<file path="src/fwbsc_pkg.sv">
// Package for the flash window, boot swap and cache controller.
// Assumes a single 100 MHz core clock and a classic Wishbone register bus.
package fwbsc_pkg;

  // Register byte offsets
  localparam logic [7:0] ADDR_CTRL     = 8'h00;
  localparam logic [7:0] ADDR_STATUS   = 8'h04;
  localparam logic [7:0] ADDR_OP_BLOCK = 8'h08;
  localparam logic [7:0] ADDR_WINDOW   = 8'h0c;
  localparam logic [7:0] ADDR_BOOT_SEL = 8'h10;

  // Control register bits (write only, self clearing)
  localparam int CTRL_START_BIT     = 0;
  localparam int CTRL_ERASE_BIT     = 1;
  localparam int CTRL_SEQ_RESET_BIT = 2;
  localparam int CTRL_TOGGLE_BIT    = 3;
  localparam int CTRL_CACHE_ON_BIT  = 4;
  localparam int CTRL_CACHE_OFF_BIT = 5;

  // Status register bits
  localparam int STAT_BUSY_BIT     = 0;
  localparam int STAT_WIN_ERR_BIT  = 1;
  localparam int STAT_BUSY_ERR_BIT = 2;
  localparam int STAT_CACHE_BIT    = 3;
  localparam int STAT_SWAP_BIT     = 4;
  localparam int STAT_REGION_BIT   = 5;

  // Window register fields
  localparam int WIN_START_LSB = 0;
  localparam int WIN_END_LSB   = 16;
  localparam int BLK_W         = 16;

  // Startup-region selection encodings
  localparam logic [1:0] SEL_FOLLOW_STORED = 2'h0;
  localparam logic [1:0] SEL_FORCE_DEFAULT = 2'h1;
  localparam logic [1:0] SEL_FORCE_ALT     = 2'h2;
  localparam logic [1:0] SEL_SWITCH_REGION = 2'h3;

  // Reset values
  localparam logic [1:0]       RST_BOOT_SEL  = SEL_FOLLOW_STORED;
  localparam logic             RST_SWAP_FLAG = 1'h1;
  localparam logic [BLK_W-1:0] RST_WIN       = 16'h0000;

  // Timing
  localparam int CLK_PERIOD_NS   = 10;
  localparam int CFG_UPDATE_NS   = 50;
  localparam int CFG_UPDATE_CYC  = (CFG_UPDATE_NS + CLK_PERIOD_NS - 1) / CLK_PERIOD_NS;

  typedef enum logic [1:0] {
    FWBSC_IDLE,
    FWBSC_OP,
    FWBSC_WIN_UPD,
    FWBSC_SWAP_UPD
  } fwbsc_state_e;

endpackage

</file>
<file path="src/fwbsc_sync3.sv">
// Three-stage synchroniser with agreement filter.
// Assumes an asynchronous level input; output moves only when stages two and three agree.
module fwbsc_sync3 (
  input  wire logic core_clk,
  input  wire logic rst_n,
  input  wire logic asyncIn,
  output logic      syncOut
);

  typedef struct packed {
    logic s1;
    logic s2;
    logic s3;
    logic out;
  } fwbsc_sync_s;

  fwbsc_sync_s r;
  fwbsc_sync_s nxt;

  // First stage feeds only the second stage
  always_comb
  begin
    nxt    = r;
    nxt.s1 = asyncIn;
    nxt.s2 = r.s1;
    nxt.s3 = r.s2;
    if (r.s2 == r.s3)
    begin
      nxt.out = r.s3;
    end
    if (!rst_n)
    begin
      nxt = '0;
    end
  end

  always_ff @(posedge core_clk)
  begin
    r <= nxt;
  end

  assign syncOut = r.out;

endmodule // fwbsc_sync3

</file>
<file path="src/flash_window_boot_swap_ctrl.sv">
// Flash sequencer control: busy state, reset, protection window, boot swap, cache.
// Assumes a classic Wishbone master on core_clk and a flash macro whose done pin is async.
// Behaviour
// - Busy bit shows a running operation and reads at any time.
// - Sequencer reset is taken any time and returns to idle.
// - Protection window start and end block read back.
// - Software writes a new window start and end block.
// - Program or erase outside the window is refused.
// - Equal start and end removes the window.
// - Window update finishes with a ready pulse.
// - Persistent flag reads 0 for alternate, 1 for default region.
// - Swap inverts flag; new region active only after next reset.
// - Swap finishes with a ready pulse.
// - Selection field: follow flag, force default, force alternate.
// - Writing the selection field changes active region at once.
// - Selection field resets to follow the stored flag.
// - Forcing the selection leaves the persistent flag unchanged.
// - Controls enable and disable the code flash cache.
// - Cache status reads 0 disabled, 1 enabled.
// - New operation while busy is rejected and flagged busy.
module flash_window_boot_swap_ctrl
  import fwbsc_pkg::*;
(
  input  wire logic                       core_clk,
  input  wire logic                       rst_n,
  input  wire logic                       porRst_n,
  input  wire logic                       wb_cyc_i,
  input  wire logic                       wb_stb_i,
  input  wire logic                       wb_we_i,
  input  wire logic [7:0]                 wb_adr_i,
  input  wire logic [3:0]                 wb_sel_i,
  input  wire logic [31:0]                wb_dat_i,
  output logic      [31:0]                wb_dat_o,
  output logic                            wb_ack_o,
  input  wire logic                       flashDone,
  output logic                            flashOpStart,
  output logic                            flashOpErase,
  output logic      [fwbsc_pkg::BLK_W-1:0] flashOpBlock,
  output logic                            flashAbort,
  output logic                            flashReadyIrq,
  output logic                            cacheEnable,
  output logic                            bootFromDefault
);
  import fwbsc_pkg::*;

  typedef struct packed {
    fwbsc_state_e     st;
    logic [15:0]      cnt;
    logic [BLK_W-1:0] opBlk;
    logic             opErase;
    logic [BLK_W-1:0] winStart;
    logic [BLK_W-1:0] winEnd;
    logic [BLK_W-1:0] pendStart;
    logic [BLK_W-1:0] pendEnd;
    logic             swapFlag;
    logic             bootLatched;
    logic [1:0]       bootSel;
    logic             cacheEn;
    logic             winErr;
    logic             busyErr;
    logic             doneQ;
    logic             ack;
    logic [31:0]      rdata;
    logic             irq;
    logic             opStart;
    logic             abort;
  } fwbsc_core_s;

  localparam logic [15:0] CFG_CNT = 16'(CFG_UPDATE_CYC);

  fwbsc_core_s r;
  fwbsc_core_s nxt;
  logic        doneSync;
  logic        req;
  logic        wrReq;
  logic [31:0] mask;
  logic [31:0] ctrlW;
  logic [31:0] winW;
  logic [31:0] blkW;
  logic        winActive;
  logic        inWindow;
  logic        activeDefault;
  logic        busy;

  // Flash macro completion comes from another domain
  fwbsc_sync3 u_done_sync (
    .core_clk (core_clk),
    .rst_n    (rst_n),
    .asyncIn  (flashDone),
    .syncOut  (doneSync)
  );

  // Bus decode and byte-lane merge
  assign req   = wb_cyc_i && wb_stb_i && !r.ack;
  assign wrReq = req && wb_we_i;
  assign mask  = {{8{wb_sel_i[3]}}, {8{wb_sel_i[2]}}, {8{wb_sel_i[1]}}, {8{wb_sel_i[0]}}};
  assign ctrlW = wb_dat_i & mask;
  assign winW  = (wb_dat_i & mask) | ({r.winEnd, r.winStart} & ~mask);
  assign blkW  = (wb_dat_i & mask) | ({16'h0000, r.opBlk} & ~mask);

  // Window check; equal bounds mean no window, end bound is exclusive
  assign winActive = (r.winStart != r.winEnd);
  assign inWindow  = !winActive || ((r.opBlk >= r.winStart) && (r.opBlk < r.winEnd));

  // Active startup region follows the field at once, stored flag only via latch
  always_comb
  begin
    unique case (r.bootSel)
      SEL_FORCE_DEFAULT: activeDefault = 1'b1;
      SEL_FORCE_ALT:     activeDefault = 1'b0;
      default:           activeDefault = r.bootLatched;
    endcase
  end

  assign busy = (r.st != FWBSC_IDLE);

  // All next-state logic of the block
  always_comb
  begin
    logic startReq;
    logic seqReset;
    logic toggleReq;
    logic winReq;
    logic rise;
    startReq  = 1'b0;
    seqReset  = 1'b0;
    toggleReq = 1'b0;
    winReq    = 1'b0;
    rise      = doneSync && !r.doneQ;
    nxt         = r;
    nxt.ack     = req;
    nxt.irq     = 1'b0;
    nxt.opStart = 1'b0;
    nxt.abort   = 1'b0;
    nxt.doneQ   = doneSync;

    // Register writes
    if (wrReq)
    begin
      unique case (wb_adr_i)
        ADDR_CTRL:
        begin
          startReq  = ctrlW[CTRL_START_BIT];
          seqReset  = ctrlW[CTRL_SEQ_RESET_BIT];
          toggleReq = ctrlW[CTRL_TOGGLE_BIT];
          // Erase level must hold for the operation already running
          if (ctrlW[CTRL_START_BIT] && !busy)
          begin
            nxt.opErase = ctrlW[CTRL_ERASE_BIT];
          end
          if (ctrlW[CTRL_CACHE_ON_BIT])
          begin
            nxt.cacheEn = 1'b1;
          end
          if (ctrlW[CTRL_CACHE_OFF_BIT])
          begin
            nxt.cacheEn = 1'b0;
          end
        end
        ADDR_STATUS:
        begin
          // Write one to clear; a same-cycle set below still wins
          if (ctrlW[STAT_WIN_ERR_BIT])
          begin
            nxt.winErr = 1'b0;
          end
          if (ctrlW[STAT_BUSY_ERR_BIT])
          begin
            nxt.busyErr = 1'b0;
          end
        end
        ADDR_OP_BLOCK:
        begin
          // Target block frozen while an operation runs
          if (!busy)
          begin
            nxt.opBlk = blkW[BLK_W-1:0];
          end
        end
        ADDR_WINDOW:
        begin
          winReq = 1'b1;
          // A refused write must not retarget an update in flight
          if (!busy)
          begin
            nxt.pendStart = winW[WIN_START_LSB +: BLK_W];
            nxt.pendEnd   = winW[WIN_END_LSB +: BLK_W];
          end
        end
        ADDR_BOOT_SEL:
        begin
          // Reserved switch code is ignored, field keeps its value
          if (wb_sel_i[0] && (wb_dat_i[1:0] != SEL_SWITCH_REGION))
          begin
            nxt.bootSel = wb_dat_i[1:0];
          end
        end
        default:
        begin
        end
      endcase
    end

    // Sequencer; reset request overrides everything else
    if (seqReset)
    begin
      nxt.st    = FWBSC_IDLE;
      nxt.cnt   = 16'h0000;
      nxt.abort = busy;
    end
    else if (busy && (startReq || winReq || toggleReq))
    begin
      nxt.busyErr = 1'b1;
    end
    else
    begin
      unique case (r.st)
        FWBSC_IDLE:
        begin
          if (startReq)
          begin
            if (inWindow)
            begin
              nxt.st      = FWBSC_OP;
              nxt.opStart = 1'b1;
            end
            else
            begin
              nxt.winErr = 1'b1;
            end
          end
          else if (winReq)
          begin
            nxt.st  = FWBSC_WIN_UPD;
            nxt.cnt = CFG_CNT;
          end
          else if (toggleReq)
          begin
            nxt.st  = FWBSC_SWAP_UPD;
            nxt.cnt = CFG_CNT;
          end
        end
        FWBSC_OP:
        begin
          if (rise)
          begin
            nxt.st  = FWBSC_IDLE;
            nxt.irq = 1'b1;
          end
        end
        FWBSC_WIN_UPD:
        begin
          nxt.cnt = r.cnt - 16'h0001;
          if (r.cnt == 16'h0001)
          begin
            nxt.st       = FWBSC_IDLE;
            nxt.winStart = r.pendStart;
            nxt.winEnd   = r.pendEnd;
            nxt.irq      = 1'b1;
          end
        end
        FWBSC_SWAP_UPD:
        begin
          nxt.cnt = r.cnt - 16'h0001;
          if (r.cnt == 16'h0001)
          begin
            nxt.st       = FWBSC_IDLE;
            nxt.swapFlag = !r.swapFlag;
            nxt.irq      = 1'b1;
          end
        end
      endcase
    end

    // Read data captured with the acknowledge
    nxt.rdata = 32'h0000_0000;
    if (req && !wb_we_i)
    begin
      unique case (wb_adr_i)
        ADDR_STATUS:
        begin
          nxt.rdata[STAT_BUSY_BIT]     = busy;
          nxt.rdata[STAT_WIN_ERR_BIT]  = r.winErr;
          nxt.rdata[STAT_BUSY_ERR_BIT] = r.busyErr;
          nxt.rdata[STAT_CACHE_BIT]    = r.cacheEn;
          nxt.rdata[STAT_SWAP_BIT]     = r.swapFlag;
          nxt.rdata[STAT_REGION_BIT]   = activeDefault;
        end
        ADDR_OP_BLOCK:
        begin
          nxt.rdata[BLK_W-1:0] = r.opBlk;
        end
        ADDR_WINDOW:
        begin
          nxt.rdata = {r.winEnd, r.winStart};
        end
        ADDR_BOOT_SEL:
        begin
          nxt.rdata[1:0] = r.bootSel;
        end
        default:
        begin
        end
      endcase
    end

    // Core reset: stored flag is sampled here, so a swap shows only now
    if (!rst_n)
    begin
      nxt.st          = FWBSC_IDLE;
      nxt.cnt         = 16'h0000;
      nxt.opBlk       = RST_WIN;
      nxt.opErase     = 1'b0;
      nxt.pendStart   = RST_WIN;
      nxt.pendEnd     = RST_WIN;
      nxt.bootSel     = RST_BOOT_SEL;
      nxt.bootLatched = r.swapFlag;
      nxt.cacheEn     = 1'b0;
      nxt.winErr      = 1'b0;
      nxt.busyErr     = 1'b0;
      nxt.doneQ       = 1'b0;
      nxt.ack         = 1'b0;
      nxt.rdata       = 32'h0000_0000;
      nxt.irq         = 1'b0;
      nxt.opStart     = 1'b0;
      nxt.abort       = 1'b0;
    end
    // Power-on resets the stored area as well: window to 0, stored flag to 1
    if (!porRst_n)
    begin
      nxt.winStart    = RST_WIN;
      nxt.winEnd      = RST_WIN;
      nxt.swapFlag    = RST_SWAP_FLAG;
      nxt.bootLatched = RST_SWAP_FLAG;
    end
  end

  always_ff @(posedge core_clk)
  begin
    r <= nxt;
  end

  // Outputs straight from flip-flops, except bootFromDefault, which is decoded from bootSel and bootLatched
  assign wb_ack_o        = r.ack;
  assign wb_dat_o        = r.rdata;
  assign flashOpStart    = r.opStart;
  assign flashOpErase    = r.opErase;
  assign flashOpBlock    = r.opBlk;
  assign flashAbort      = r.abort;
  assign flashReadyIrq   = r.irq;
  assign cacheEnable     = r.cacheEn;
  assign bootFromDefault = activeDefault;

  logic pastIdle;
  assign pastIdle = (r.st == FWBSC_IDLE);

  // Sequencer reset in the same cycle cancels a pending completion
  logic seqHit;
  assign seqHit = wrReq && (wb_adr_i == ADDR_CTRL) && wb_sel_i[0]
                  && wb_dat_i[CTRL_SEQ_RESET_BIT];
endmodule // flash_window_boot_swap_ctrl

</file>
<file path="config.mk">
export PLATFORM = sky130hd
export DESIGN_NAME = flash_window_boot_swap_ctrl
export DESIGN_NICKNAME = d
export VERILOG_FILES = /design/src/fwbsc_pkg.sv /design/src/fwbsc_sync3.sv /design/src/flash_window_boot_swap_ctrl.sv
export SDC_FILE = /design/constraint.sdc
export NUM_CORES = 1
export LEC_CHECK = 0
export ABC_AREA = 1
export BUFFER_PORTS_ARGS = -buffer_cell sky130_fd_sc_hd__buf_2
export CORE_UTILIZATION = 50
export DETAILED_ROUTE_END_ITERATION = 8
export PLACE_DENSITY = 0.71
export SLEW_MARGIN = 10
export SYNTH_ARGS = -nofsm -noshare
export SYNTH_HDL_FRONTEND = slang
export SYNTH_SLANG_ARGS = --single-unit
</file>
<file path="constraint.sdc">
create_clock -name core_clk -period 2.2 [get_ports core_clk]
set_clock_uncertainty 0.2 [all_clocks]
set_input_delay 0 -clock core_clk [delete_from_list [all_inputs] [get_ports core_clk]]
set_output_delay 0 -clock core_clk [all_outputs]
set_load 0.01 [all_outputs]
</file>
==> impl_metrics.tcl <==
set metrics [dict create \
    leakage_nw 4.13 \
    numCtsBuffers 17 \
    synth.area.top_cells "dfxtp_1, nor2_1, a211oi_1" \
    hold_viol 0 \
    fin_util_pct 64.1 \
    drt_first_iter_violations 620 \
    whs_ns 0.0544 \
    final_cell_count_no_fill 1287 \
    design_area_sq_mm 0.00901 \
    drc 0 \
    ys_seq_area_share_pct 40.5 \
    relSlewSlack_pct 60.8 \
    grt_pass1_vias 6112 \
    worstReg2RegStart "wb_ack_o$_SDFF_PN0_" \
    setup_viol 0 \
    power-per-cell-area_mw_per_mm2 655 \
    fin_nets 1180 \
    slowest_delay_ns 0.30 \
    clk_latency_ns 0.42 \
    cp.depth 9 \
    cts_tree "yes" \
    place_area_sq_mm 0.00770 \
    final_common_cell "nor2_1" \
    startpoint "wb_ack_o$_SDFF_PN0_" \
    multiInputGateArea_sq_mm 0.00337 \
    drtPass1Iterations 6 \
    grt_pass1_wl_um 30400 \
    syn_area_sq_mm 0.00726 \
    crit_chain "nand3b_1 -> nor2_4 -> inv_1 -> nor2_1 -> nand3_1 -> buf_4 -> inv_1 -> nand2_1 -> a21oi_1" \
    ant_nets 0 \
    finalPower_mw 5.90 \
    tns_ns 0 \
    syn_inst 967 \
    fp.dieH_um 123 \
    synth_top_area_share_pct 40.5 \
    rr_worst_depth 9 \
    cp_num_buf_inv 3 \
    final_cell_mix "nor2_1, dfxtp_1, inv_1" \
    path_max_fanout 12 \
    fin_ws_ns 0.0378 \
    clockRootBuffer "clkbuf_16" \
    post_drt_wl_per_cell_um 14.8 \
    synth_ff_type "dfxtp_1" \
    nFillCells 1224 \
    path_delay_family "simple AND/OR/NAND/NOR gates" \
    ir_drop_v 0.000502 \
    reg2reg_slack_ns 0.04 \
    h-tree-depth 4 \
    async_flop_share_pct 0 \
    seqCellArea_sq_mm 0.00295 \
    clockBufferDepth 2 \
    grt_overflow 0 \
    cts_sinks 147 \
    finalMaxSlewViolations 0 \
    num_antenna_cells 0 \
    gp_congestion 0.866 \
    hpwlAfterDp_um 12900 \
    place_ws_ns -0.0281 \
    required_ns 2.34 \
    syn2layout_area_growth_pct 24.0 \
    post_synth_num_cell_types 44 \
    routed_wl_um 19100 \
    ys_seq_elements 147 \
    synth_top_area_cell "dfxtp_1" \
    timing.final.crit_period_ns 2.16 \
    core_area_sq_mm 0.0140 \
    drv_cap 0 \
    vias 6745 \
    clkTransAtPathRegs_ns 0.06 \
    die_w_um 123 \
    synthesis.nets 1052 \
    grtUsageTotal_pct 26.3 \
    tightestPinTransition_ns 0.589 \
    critPathMostFrequentCell "inv_1" \
    drive_gt1_share_pct 18.7 \
    rsz0062_at_grt "yes" \
    cp-start-kind "flip-flop" \
    syn_avg_cell_area_sq_um 7.51 \
    grt_max_degree 48 \
    crit_arrival_ns 2.30 \
    rows 43 \
    hold_path_class "in -> reg" \
    initial_core_util_pct 51.7 \
    antenna_found_initial 0 \
    yosysWarnings 0 \
    routed_via_density 5.24 \
    die-area_sq_mm 0.0150 \
    end_kind "flip-flop" \
    synth_edf_count 0 \
    timing.fmax_ghz 0.462 \
    criticalPathCategory "reg -> reg" \
    slowest_stage "dfxtp_1" \
    outcome "complete, no violations" \
    io-pin-count 106 \
    port_buffers 105 \
    dp_cells 1195 \
    min_period_over_period_pct 98.3 \
]
==> synthesized netlist by cell type, drive strengths merged (4+ instances only) <==
| library cell | instances |
|---|---|
| dfxtp | 147 |
| a21oi | 44 |
| o32ai | 10 |
| nor2 | 177 |
| o21ai | 57 |
| inv | 134 |
| buf | 64 |
| a211oi | 68 |
| ha | 34 |
| o211ai | 4 |
| xor2 | 5 |
| nand3 | 29 |
| nand4 | 8 |
| clkbuf | 20 |
| nand2 | 121 |
| xnor2 | 10 |
| nor3 | 15 |
==> worst min path at each step <==
| stage | depth (start not counted) | start | endpoint |
|---|---|---|---|
| floorplan | 2 | flashDone | u_done_sync.r[3]$_SDFF_PN0_ |
| global placement | 3 | flashDone | u_done_sync.r[3]$_SDFF_PN0_ |
| detailed placement | 3 | flashDone | u_done_sync.r[3]$_SDFF_PN0_ |
| CTS | 6 | wb_stb_i | r[38]$_SDFF_PN0_ |
| global route | 7 | wb_stb_i | flashAbort$_SDFF_PN0_ |
| finish | 7 | wb_stb_i | flashAbort$_SDFF_PN0_ |
==> cells by family (layout without fill, tap and decap cells) <==
logic type                 count (synthesis)  after routing  synth area share [%]
and+or+nand+nor                          358            358                  20.7
buffers and inverters                    219            359                  14.2
AOI/OAI and AO/OA                        193            193                  16.7
DFF                                      147            147                  40.5
adders and majority gates                 34             34                  5.86
xor gates and xnor gates                  15             15                  1.81
muxes                                      1              1                 0.155
==> cell type report <==
type | instances | share of cell area, %
tap | 180 | 2.50
clock inverter | 9 | 1.43
clock buffer | 22 | 5.27
inverter | 135 | 5.68
multi-input combinational | 601 | 37.4
timing repair buffer | 193 | 15.0
sequential | 147 | 32.7
==> routing by layer <==
metal / track usage (%) / wire length [um] / vias up
met3: 5.48 / 1180 / 26
met2: 38.8 / 8250 / 218
met1: 37.4 / 9290 / 3125
li1: - / - / 3376
met4: 9.45 / 372 / 0
met5: 0 / 0 / -
==> report_power, final <==
| group | leakage (nW) | switching (mW) | internal (mW) | total (mW) |
|---|---|---|---|---|
| sequential | 1.19 | 0.00437 | 2.67 | 2.67 |
| combinational | 2.65 | 0.139 | 0.121 | 0.259 |
| clock | 0.292 | 1.11 | 1.86 | 2.97 |
| total | 4.13 | 1.25 | 4.65 | 5.90 |
==> worst min-delay path: stages <==
cell,delay (ns)
buf_2,0.10
nand3b_1,0.15
nor2_4,0.10
nand2_2,0.09
nor2_2,0.05
inv_2,0.09
nor3_1,0.05
==> what timing repair did <==
item | CTS | global route
gates resized for setup | 3 | 35
hold endpoints to repair | 114 | 0
setup endpoints to repair | 25 | 55
pin swaps | 2 | 8
buffers inserted | 0 | 7
hold buffers | 54 | 0
Power figures use the tool's default switching activity.
